`src/hw/bridge_cfg_pkg.sv`:
```
package bridge_cfg_pkg;
  localparam logic [7:0] OFF_IO_TOP_UPPER = 8'h32;
  localparam logic [7:0] OFF_CAP_PTR = 8'h34;
  localparam logic [7:0] OFF_INT_LINE = 8'h3c;
  localparam logic [7:0] OFF_INT_PIN = 8'h3d;
  localparam logic [7:0] OFF_BRIDGE_CTL = 8'h3e;
  localparam logic [15:0] RST_IO_TOP_UPPER = 16'h0000;
  localparam logic [7:0] VAL_CAP_PTR = 8'h50;
  localparam logic [7:0] RST_INT_LINE = 8'hff;
  localparam logic [7:0] VAL_INT_PIN = 8'h00;
  localparam logic [15:0] RST_BRIDGE_CTL = 16'h0000;
  localparam logic [19:0] IO_TOP_LOW_ONES = 20'hfffff;
  localparam int BIT_DT_MSG_EN = 11;
  localparam int BIT_DT_FLAG = 10;
  localparam int BIT_DT_SELECT = 9;
  localparam logic [15:0] CTL_RW_MASK = 16'h0bff;
  localparam logic [3:0] CTL_RSVD_VAL = 4'h0;
  localparam int DT_LONG_CYCLES = 32768;
  localparam int DT_SHORT_CYCLES = 1024;

  typedef struct packed {
    logic valid;
    logic write;
    logic [7:0] addr;
    logic [3:0] byte_en;
    logic [31:0] wdata;
  } cfg_req_t;

  typedef struct packed {
    logic nonfatal;
    logic fatal;
  } err_msg_t;
endpackage

```
`src/hw/bridge_cfg_header_tail.sv`:
```
`timescale 1ns/1ps
module bridge_cfg_header_tail #(
  parameter int LONG_CYCLES = bridge_cfg_pkg::DT_LONG_CYCLES,
  parameter int SHORT_CYCLES = bridge_cfg_pkg::DT_SHORT_CYCLES,
  parameter bit AER_SUPPORTED = 1'b1
) (
  input wire logic clock,
  input wire logic rst,
  input wire bridge_cfg_pkg::cfg_req_t cfg_req,
  output logic [31:0] cfg_rdata,
  output logic cfg_rvalid,
  input wire logic conventional_mode,
  input wire logic aer_dt_mask,
  input wire logic aer_dt_fatal,
  input wire logic dt_start,
  input wire logic dt_repeat,
  input wire logic sec_int_req,
  output logic pri_int_req,
  output logic dt_discard,
  output bridge_cfg_pkg::err_msg_t err_msg,
  input wire logic [31:0] io_addr,
  input wire logic [15:0] io_lower_top,
  output logic io_below_top
);
  // Counter width and limit order are fixed at elaboration
  if (LONG_CYCLES < 2 || SHORT_CYCLES < 2 || SHORT_CYCLES > LONG_CYCLES) begin : g_bad_counts
    $error("Discard timer counts out of range");
  end

  localparam int CW = $clog2(LONG_CYCLES + 1);
  localparam logic [5:0] WORD_IO = bridge_cfg_pkg::OFF_IO_TOP_UPPER[7:2];
  localparam logic [5:0] WORD_CAP = bridge_cfg_pkg::OFF_CAP_PTR[7:2];
  localparam logic [5:0] WORD_LINE = bridge_cfg_pkg::OFF_INT_LINE[7:2];
  localparam logic [5:0] WORD_CTL = bridge_cfg_pkg::OFF_BRIDGE_CTL[7:2];
  localparam int FLAG_BIT = bridge_cfg_pkg::BIT_DT_FLAG;
  localparam int EN_BIT = bridge_cfg_pkg::BIT_DT_MSG_EN;
  localparam int SEL_BIT = bridge_cfg_pkg::BIT_DT_SELECT;
  localparam logic [15:0] CTL_RESET = bridge_cfg_pkg::RST_BRIDGE_CTL;

  logic [15:0] io_range_top_upper_field_ff;
  logic [7:0] int_line_ff;
  logic [7:0] ctl_low_ff;
  logic discard_timeout_select_ff;
  logic discard_timeout_msg_enable_ff;
  logic discard_timeout_flag_ff;
  logic [CW-1:0] dt_cnt_ff;
  logic dt_run_ff;
  logic [31:0] rdata_ff;
  logic rvalid_ff;
  logic discard_ff;
  logic err_fatal_ff;
  logic err_nonfatal_ff;
  logic int_fwd_ff;
  logic below_ff;

  logic wr;
  logic rd;
  logic [5:0] word;
  logic [31:0] dw;
  logic [3:0] be;
  logic hit_io;
  logic hit_line;
  logic hit_ctl;
  logic flag_clear;
  logic [15:0] ctl_word;
  logic [31:0] io_top_full;
  logic [CW-1:0] dt_limit;
  logic expire;
  logic msg_go;
  logic sev_fatal;
  logic [31:0] io_word;
  logic [31:0] cap_word;
  logic [31:0] line_word;
  logic [31:0] rd_word;

  // One access per cycle, decoded on the dword index
  assign wr = cfg_req.valid && cfg_req.write;
  assign rd = cfg_req.valid && !cfg_req.write;
  assign word = cfg_req.addr[7:2];
  assign be = cfg_req.byte_en;
  assign dw = cfg_req.wdata;
  assign hit_io = wr && word == WORD_IO;
  assign hit_line = wr && word == WORD_LINE;
  assign hit_ctl = wr && word == WORD_CTL;

  // Io top upper sits in bytes 2 and 3 of its dword
  always_ff @(posedge clock) begin
    if (rst) begin
      io_range_top_upper_field_ff <= bridge_cfg_pkg::RST_IO_TOP_UPPER;
    end else if (hit_io) begin
      if (be[2]) begin
        io_range_top_upper_field_ff[7:0] <= dw[23:16];
      end
      if (be[3]) begin
        io_range_top_upper_field_ff[15:8] <= dw[31:24];
      end
    end
  end

  // Scratchpad only, nothing reads it internally
  always_ff @(posedge clock) begin
    if (rst) begin
      int_line_ff <= bridge_cfg_pkg::RST_INT_LINE;
    end else if (hit_line && be[0]) begin
      int_line_ff <= dw[7:0];
    end
  end

  // Low control byte is plain storage here
  always_ff @(posedge clock) begin
    if (rst) begin
      ctl_low_ff <= CTL_RESET[7:0];
    end else if (hit_ctl && be[2]) begin
      ctl_low_ff <= dw[23:16] & bridge_cfg_pkg::CTL_RW_MASK[7:0];
    end
  end

  // Timeout select changes the limit at once, even while the timer is running
  always_ff @(posedge clock) begin
    if (rst) begin
      discard_timeout_select_ff <= CTL_RESET[SEL_BIT];
    end else if (hit_ctl && be[3]) begin
      discard_timeout_select_ff <= dw[16 + SEL_BIT];
    end
  end

  always_ff @(posedge clock) begin
    if (rst) begin
      discard_timeout_msg_enable_ff <= CTL_RESET[EN_BIT];
    end else if (hit_ctl && be[3]) begin
      discard_timeout_msg_enable_ff <= dw[16 + EN_BIT];
    end
  end

  assign flag_clear = hit_ctl && be[3] && dw[16 + FLAG_BIT];

  // Set beats a same-cycle clear so no expiry is lost
  always_ff @(posedge clock) begin
    if (rst) begin
      discard_timeout_flag_ff <= CTL_RESET[FLAG_BIT];
    end else if (expire) begin
      discard_timeout_flag_ff <= 1'b1;
    end else if (flag_clear) begin
      discard_timeout_flag_ff <= 1'b0;
    end
  end

  // Reserved nibble and the primary timer bit are hardwired low
  assign ctl_word = {
    bridge_cfg_pkg::CTL_RSVD_VAL,
    discard_timeout_msg_enable_ff,
    discard_timeout_flag_ff,
    discard_timeout_select_ff,
    1'b0,
    ctl_low_ff
  };

  assign dt_limit = discard_timeout_select_ff ?
    CW'(SHORT_CYCLES - 1) : CW'(LONG_CYCLES - 1);
  assign expire = dt_run_ff && !dt_repeat && dt_cnt_ff == dt_limit;

  // Timer runs from completion at queue head until repeat or expiry
  always_ff @(posedge clock) begin
    if (rst) begin
      dt_run_ff <= 1'b0;
    end else if (dt_repeat || expire) begin
      dt_run_ff <= 1'b0;
    end else if (dt_start) begin
      dt_run_ff <= 1'b1;
    end
  end

  // Count restarts from zero on every start from idle; a start during a run does not restart it
  always_ff @(posedge clock) begin
    if (rst || dt_repeat || expire || !dt_run_ff) begin
      dt_cnt_ff <= '0;
    end else begin
      dt_cnt_ff <= dt_cnt_ff + CW'(1);
    end
  end

  // Enable only counts in conventional mode; AER unmasked still reports
  assign msg_go = (conventional_mode && discard_timeout_msg_enable_ff)
    || (AER_SUPPORTED && !aer_dt_mask);
  assign sev_fatal = AER_SUPPORTED && aer_dt_fatal;

  always_ff @(posedge clock) begin
    if (rst) begin
      discard_ff <= 1'b0;
    end else begin
      discard_ff <= expire;
    end
  end

  always_ff @(posedge clock) begin
    if (rst) begin
      err_fatal_ff <= 1'b0;
    end else begin
      err_fatal_ff <= expire && msg_go && sev_fatal;
    end
  end

  always_ff @(posedge clock) begin
    if (rst) begin
      err_nonfatal_ff <= 1'b0;
    end else begin
      err_nonfatal_ff <= expire && msg_go && !sev_fatal;
    end
  end

  // Secondary interrupts pass through regardless of pin value zero
  always_ff @(posedge clock) begin
    if (rst) begin
      int_fwd_ff <= 1'b0;
    end else begin
      int_fwd_ff <= sec_int_req;
    end
  end

  // Only field bits 11:0 count, as address bits 31:20
  assign io_top_full = {io_range_top_upper_field_ff[11:0], bridge_cfg_pkg::IO_TOP_LOW_ONES};

  always_ff @(posedge clock) begin
    if (rst) begin
      below_ff <= 1'b0;
    end else begin
      below_ff <= io_addr <= io_top_full;
    end
  end

  always_ff @(posedge clock) begin
    if (rst) begin
      rvalid_ff <= 1'b0;
    end else begin
      rvalid_ff <= rd;
    end
  end

  assign io_word = {io_range_top_upper_field_ff, io_lower_top};
  assign cap_word = {24'h000000, bridge_cfg_pkg::VAL_CAP_PTR};
  assign line_word = {ctl_word, bridge_cfg_pkg::VAL_INT_PIN, int_line_ff};

  // Unmapped words read zero
  always_comb begin
    rd_word = 32'h00000000;
    case (word)
      WORD_IO: begin
        rd_word = io_word;
      end
      WORD_CAP: begin
        rd_word = cap_word;
      end
      WORD_LINE: begin
        rd_word = line_word;
      end
      default: begin
        rd_word = 32'h00000000;
      end
    endcase
  end

  // Sampled every cycle; only meaningful with the valid pulse
  always_ff @(posedge clock) begin
    if (rst) begin
      rdata_ff <= '0;
    end else begin
      rdata_ff <= rd_word;
    end
  end

  assign cfg_rdata = rdata_ff;
  assign cfg_rvalid = rvalid_ff;
  assign pri_int_req = int_fwd_ff;
  assign dt_discard = discard_ff;
  assign err_msg = '{nonfatal: err_nonfatal_ff, fatal: err_fatal_ff};
  assign io_below_top = below_ff;
endmodule

```
`config.mk`:
```
export PLATFORM = sky130hd
export DESIGN_NAME = bridge_cfg_header_tail
export DESIGN_NICKNAME = d
export VERILOG_FILES = /design/src/hw/bridge_cfg_pkg.sv /design/src/hw/bridge_cfg_header_tail.sv
export SDC_FILE = /design/constraint.sdc
export NUM_CORES = 1
export LEC_CHECK = 0
export BUFFER_PORTS_ARGS = -buffer_cell sky130_fd_sc_hd__buf_2
export CORE_MARGIN = 2
export CORE_UTILIZATION = 30
export CTS_CLUSTER_DIAMETER = 200
export CTS_CLUSTER_SIZE = 25
export DETAILED_ROUTE_END_ITERATION = 16
export PLACE_DENSITY = 0.53
export SLEW_MARGIN = 10
export SYNTH_ARGS = -nofsm -noshare
export SYNTH_HDL_FRONTEND = slang
export SYNTH_SLANG_ARGS = --single-unit
```
`constraint.sdc`:
```
create_clock -name clock -period 5 [get_ports clock]
set_input_delay 1.25 -clock clock [delete_from_list [all_inputs] [get_ports clock]]
set_output_delay 1.25 -clock clock [all_outputs]
set_load 0.05 [all_outputs]
```
# Yosys cells after proc, flatten, opt, wreduce, memory -nomap -nowiden
# Index checks and enable logic that the tools add are counted.
[classes] n_addsub=1 order_cmp=1 eq_ne=4 muxes=4 reduce_logical=28
[op_table] operator="32-bit case mux with 3 select lines" n=1
[op_table] operator="32-bit <= comparator" n=1
[op_table] operator="6-bit by 4-bit equality test with 1-bit output, second input constant" n=3
[op_table] operator="16-bit by 1-bit adder with 16-bit output, second input constant" n=1
[op_table] operator="16-bit by 15-bit equality test with 1-bit output" n=1
[op_table] operator="15-bit 2-to-1 mux" n=1
[op_table] operator="1-bit logical AND" n=14
[op_table] operator="1-bit logical NOT" n=5
[op_table] operator="1-bit logical OR" n=5
[op_table] operator="2-bit AND reduction" n=2
[op_table] operator="1-bit 2-to-1 mux" n=2
[op_table] operator="2-bit nonzero test" n=1
[op_table] operator="2-bit OR reduction" n=1
[totals] regBits=90 word_cells=54 out_inout_bits=38

# Depth between registers and ports, before layout
[depth] depth_word=6 mapped_depth=7 ltp_nobuf=6

# Worst setup path before layout
# OpenSTA, ideal clock, no wires.
[synth_timing] path_type="input to register" start="input port cfg_req[42] (netlist bit)" end="register int_line_ff[0]" slack_ns=2.454 arrival_ns=2.418 setup_ns=0.128 stages=5 required_ns=4.872 path_cell_list="nand4bb_1 -> buf_2 -> nor3_2 -> mux2i_1 -> nand2_1"
[synth_via] elab_chain_cells=3
[synth_rtl] item="start: declaration" line_no="bridge_cfg_header_tail.sv:9" text="input wire bridge_cfg_pkg::cfg_req_t cfg_req,"
[synth_rtl] item="6-bit by 4-bit equality test with 1-bit output" line_no="bridge_cfg_header_tail.sv:83" text="assign hit_line = wr && word == WORD_LINE;"
[synth_rtl] item="1-bit logical AND" line_no="bridge_cfg_header_tail.sv:83"
[synth_rtl] item="1-bit logical AND" line_no="bridge_cfg_header_tail.sv:104" text="end else if (hit_line && be[0]) begin"
[synth_rtl] item="end signal: assignment" line_no="bridge_cfg_header_tail.sv:103" text="int_line_ff <= bridge_cfg_pkg::RST_INT_LINE;"
[synth_rtl] item="end signal: assignment" line_no="bridge_cfg_header_tail.sv:105" text="int_line_ff <= dw[7:0];"
[synth_rtl] item="end: declaration" line_no="bridge_cfg_header_tail.sv:41" text="logic [7:0] int_line_ff;"
# No other way between the ends.
# A chain may end at the register's enable or synchronous reset.

# Worst setup path after layout
[layout_timing] start="input port cfg_req[42] (netlist bit)" end="register ctl_low_ff[3]"
[layout_via] elab_chain_cells=3
[layout_rtl] item="6-bit by 4-bit equality test with 1-bit output" line_no="bridge_cfg_header_tail.sv:84" text="assign hit_ctl = wr && word == WORD_CTL;"
[layout_rtl] item="1-bit logical AND" line_no="bridge_cfg_header_tail.sv:84"
[layout_rtl] item="1-bit logical AND" line_no="bridge_cfg_header_tail.sv:113" text="end else if (hit_ctl && be[2]) begin"
[layout_rtl] item="end signal: assignment" line_no="bridge_cfg_header_tail.sv:112" text="ctl_low_ff <= CTL_RESET[7:0];"
[layout_rtl] item="end signal: assignment" line_no="bridge_cfg_header_tail.sv:114" text="ctl_low_ff <= dw[23:16] & bridge_cfg_pkg::CTL_RW_MASK[7:0];"
[layout_rtl] item="end: declaration" line_no="bridge_cfg_header_tail.sv:42" text="logic [7:0] ctl_low_ff;"
# No other way between the ends.

==> run metrics <==
Post-Layout Cell Count 661; Hold/Removal Path Class reg2reg; Post-CTS Hold Fix Bufs 0; Post-synth top flop dfxtp_1; fraction of layout cells with a size suffix above 1 31.1%; worst endpoint required time 5210 ps; worst IR drop on VDD 161 uV; wire per inst 14.2 um; DR vias/cell 4.69; average size of a mapped cell 9.46 um2; RSZ-0062 raised after global routing no; maximum clock frequency 344 MHz; core footprint 12000 um2; CTS buffer count 9; final antenna-violating net count 0; Port Buf Inserts 128; Pleak 0.00198 uW; DRC errors left 0; Starting Density 30.6%; area of the multi-input gates 1710 um2; Clk pin slew, worst setup/hold paths 70 ps; TritonRoute pass-1 iters 4; Synth Cell Area 3660 um2; Mapped Cells 387; status finished clean; Total GRT Usage 14.3%; # fillers 1194; I/O pins 140; Placed Cells 645; sequential cell area fraction in the yosys report 49.2%; htree depth 3; Max FO, Critical Path 8; Synth cell types 46; Detail Route met2 WL 4420 um; CP cell instances buf_2 > nand4bb_1 > nor3_2 > mux2i_1 > nor2_1; CP max stage cell nor3_2; Synth Area in XOR/XNOR 3.11%; routability cong. 0.779; Slew @ Worst Pin 1030 ps; post-DP HPWL 6720 um; commonest cells in the synthesized netlist 90 x dfxtp_1, 61 x nor2_1, 28 x nand2_1; Worst setup SP type input port; Slew Limit Fails 0; fin crit share 58.2%; mux cell area share after synthesis 7.11%; critical path data arrival time 3120 ps; Die Y 114 um; routed length on met1 4270 um; Max clock buf depth 2; Clock Latency Late Sink 340 ps; cts repair resizes 0; ANT cells 0; slowest stage delay, CP 970 ps; Seq. cell area 1800 um2; first-pass GRT wire length 14500 um; Die X 114 um; initial DRC count 116; Yosys top cell by area dfxtp_1; Synthesis Warnings 0; initial antenna violation count 0; CP Class in2reg; Post-synth EDFFs 0; Post-Synth Adder-Cell Area 4.44%; Max Cap Viol 0; number of clock sinks 90; DR top layer met4; Final nets 624; main combinational cell family by area after synthesis simple AND/OR/NAND/NOR gates; final WL 9370 um; CTS tree done; post-synthesis simple-gate area fraction 23.4%; Std-Cell Rows 40; final hold vios 0; area fraction of the dominant cell type after synthesis 49.2%; GR Overflow Total 0; clk_skew 6.45 ps; CP endpoint kind flop; DIE AREA 13100 um2; via count 3102; Slew HR 30.8%; count leader, synth dfxtp_1; largest net degree at the start of global routing 39; metal3 WL 476 um; vias in the first global route 3036; CTS root buf clkbuf_16; Final TNS setup 0 ps; Net Count, Synth 502; Post-synth ARST share 0%; post-CTS setup buffer count 0; pwr dens 320 nW/um2; Final min period 2910 ps; final setup fails 0; largest cells by area after synthesis dfxtp_1 49%, mux2i_1 7.1%, nor2_1 6.3%, ha_1 4.4%, a22oi_1 3.5%; FF+latch count, synth 90; Synth Area in Compound Gates 8.41%; area grow syn2layout 29.2%
cell usage in the layout (no fill, tap or decap), drive strengths merged, types with 2 or more instances in the layout:
cell      Yosys  layout
a22oi        17      17
nand3        18      18
ha           13      13
nor2b         2       2
and3         15      15
nand2        28      28
xnor2         7       7
nor4          5       5
nor2         61      61
xor2          6       6
buf          10     131
nor4b         2       2
or4           2       2
a211oi        2       2
dfxtp        90      90
and4          3       3
inv          17      21
a21oi        16      16
clkbuf       10       9
nor3b         2       2
nor3          8       8
mux2i        26      26
nand2b        2       2
nand4        12      12
clkinvlp      0       2
metal layers:
metal	vias up	global-route usage (%)
li1	1591	-
met1	1408	17.8
met2	89	23.4
met3	14	3.97
met4	0	5.93
met5	-	0
cell type report:
class | instances | share of cell area [%]
multi-input cells | 260 | 36.1
clock buffers | 9 | 4.76
flip-flops and latches | 90 | 38.1
well taps | 147 | 3.89
clock inverters | 7 | 1.80
repair buffers | 131 | 14.0
inverters | 17 | 1.35
sequential cells by signal, summed over array words and instances, names as in the netlist:
name and count:
dt_discard 1, cfg_rdata 32, io_below_top 1, io_range_top_upper_field_ff 16
err_fatal_ff 1, dt_cnt_ff 16, discard_timeout_flag_ff 1, cfg_rvalid 1
int_line_ff 8, err_nonfatal_ff 1, discard_timeout_select_ff 1, discard_timeout_msg_enable_ff 1
ctl_low_ff 8, pri_int_req 1, dt_run_ff 1
critical path, delay by kind of cell:
family	cells	cell delay (ps)
AND/OR/NAND/NOR	3	1470
multiplexers	1	290
buffers and inverters	1	100
report_power, final:
group	switching [uW]	internal [uW]	total, uW
clock	310	398	708
combinational	44.8	38.5	83.3
sequential	0.941	719	720
final timing paths:
| check | slack, ps | start | cells past startpoint | end |
|---|---|---|---|---|
| hold reg to reg | 450 | io_range_top_upper_field_ff[14] | 2 | io_range_top_upper_field_ff[14] |
| setup / recovery | 2090 | cfg_req[42] | 5 | ctl_low_ff[3] |
| setup reg to reg | 2960 | dt_cnt_ff[0] | 5 | dt_cnt_ff[2] |
| hold / removal | 450 | io_range_top_upper_field_ff[14] | 2 | io_range_top_upper_field_ff[14] |
stage by stage:
step	power, uW	setup slack (ps)	utilization [%]	instance area, um2	hold slack [ps]
floorplan	772	2450	-	3660	430
global placement	819	1730	36.9	4420	438
detailed placement	821	1640	36.9	4420	445
CTS	1530	2010	39.5	4730	455
global route	1570	1960	39.5	4730	477
finish	1510	2090	39.5	4730	453
kinds of logic after synthesis:
kind of cell / Yosys count
buf+inv: 37
fa+ha+maj: 13
mux: 26
xor+xnor: 13
compound gates: 43
simple gates: 165
flops: 90
(Power assumes the default switching activity.)
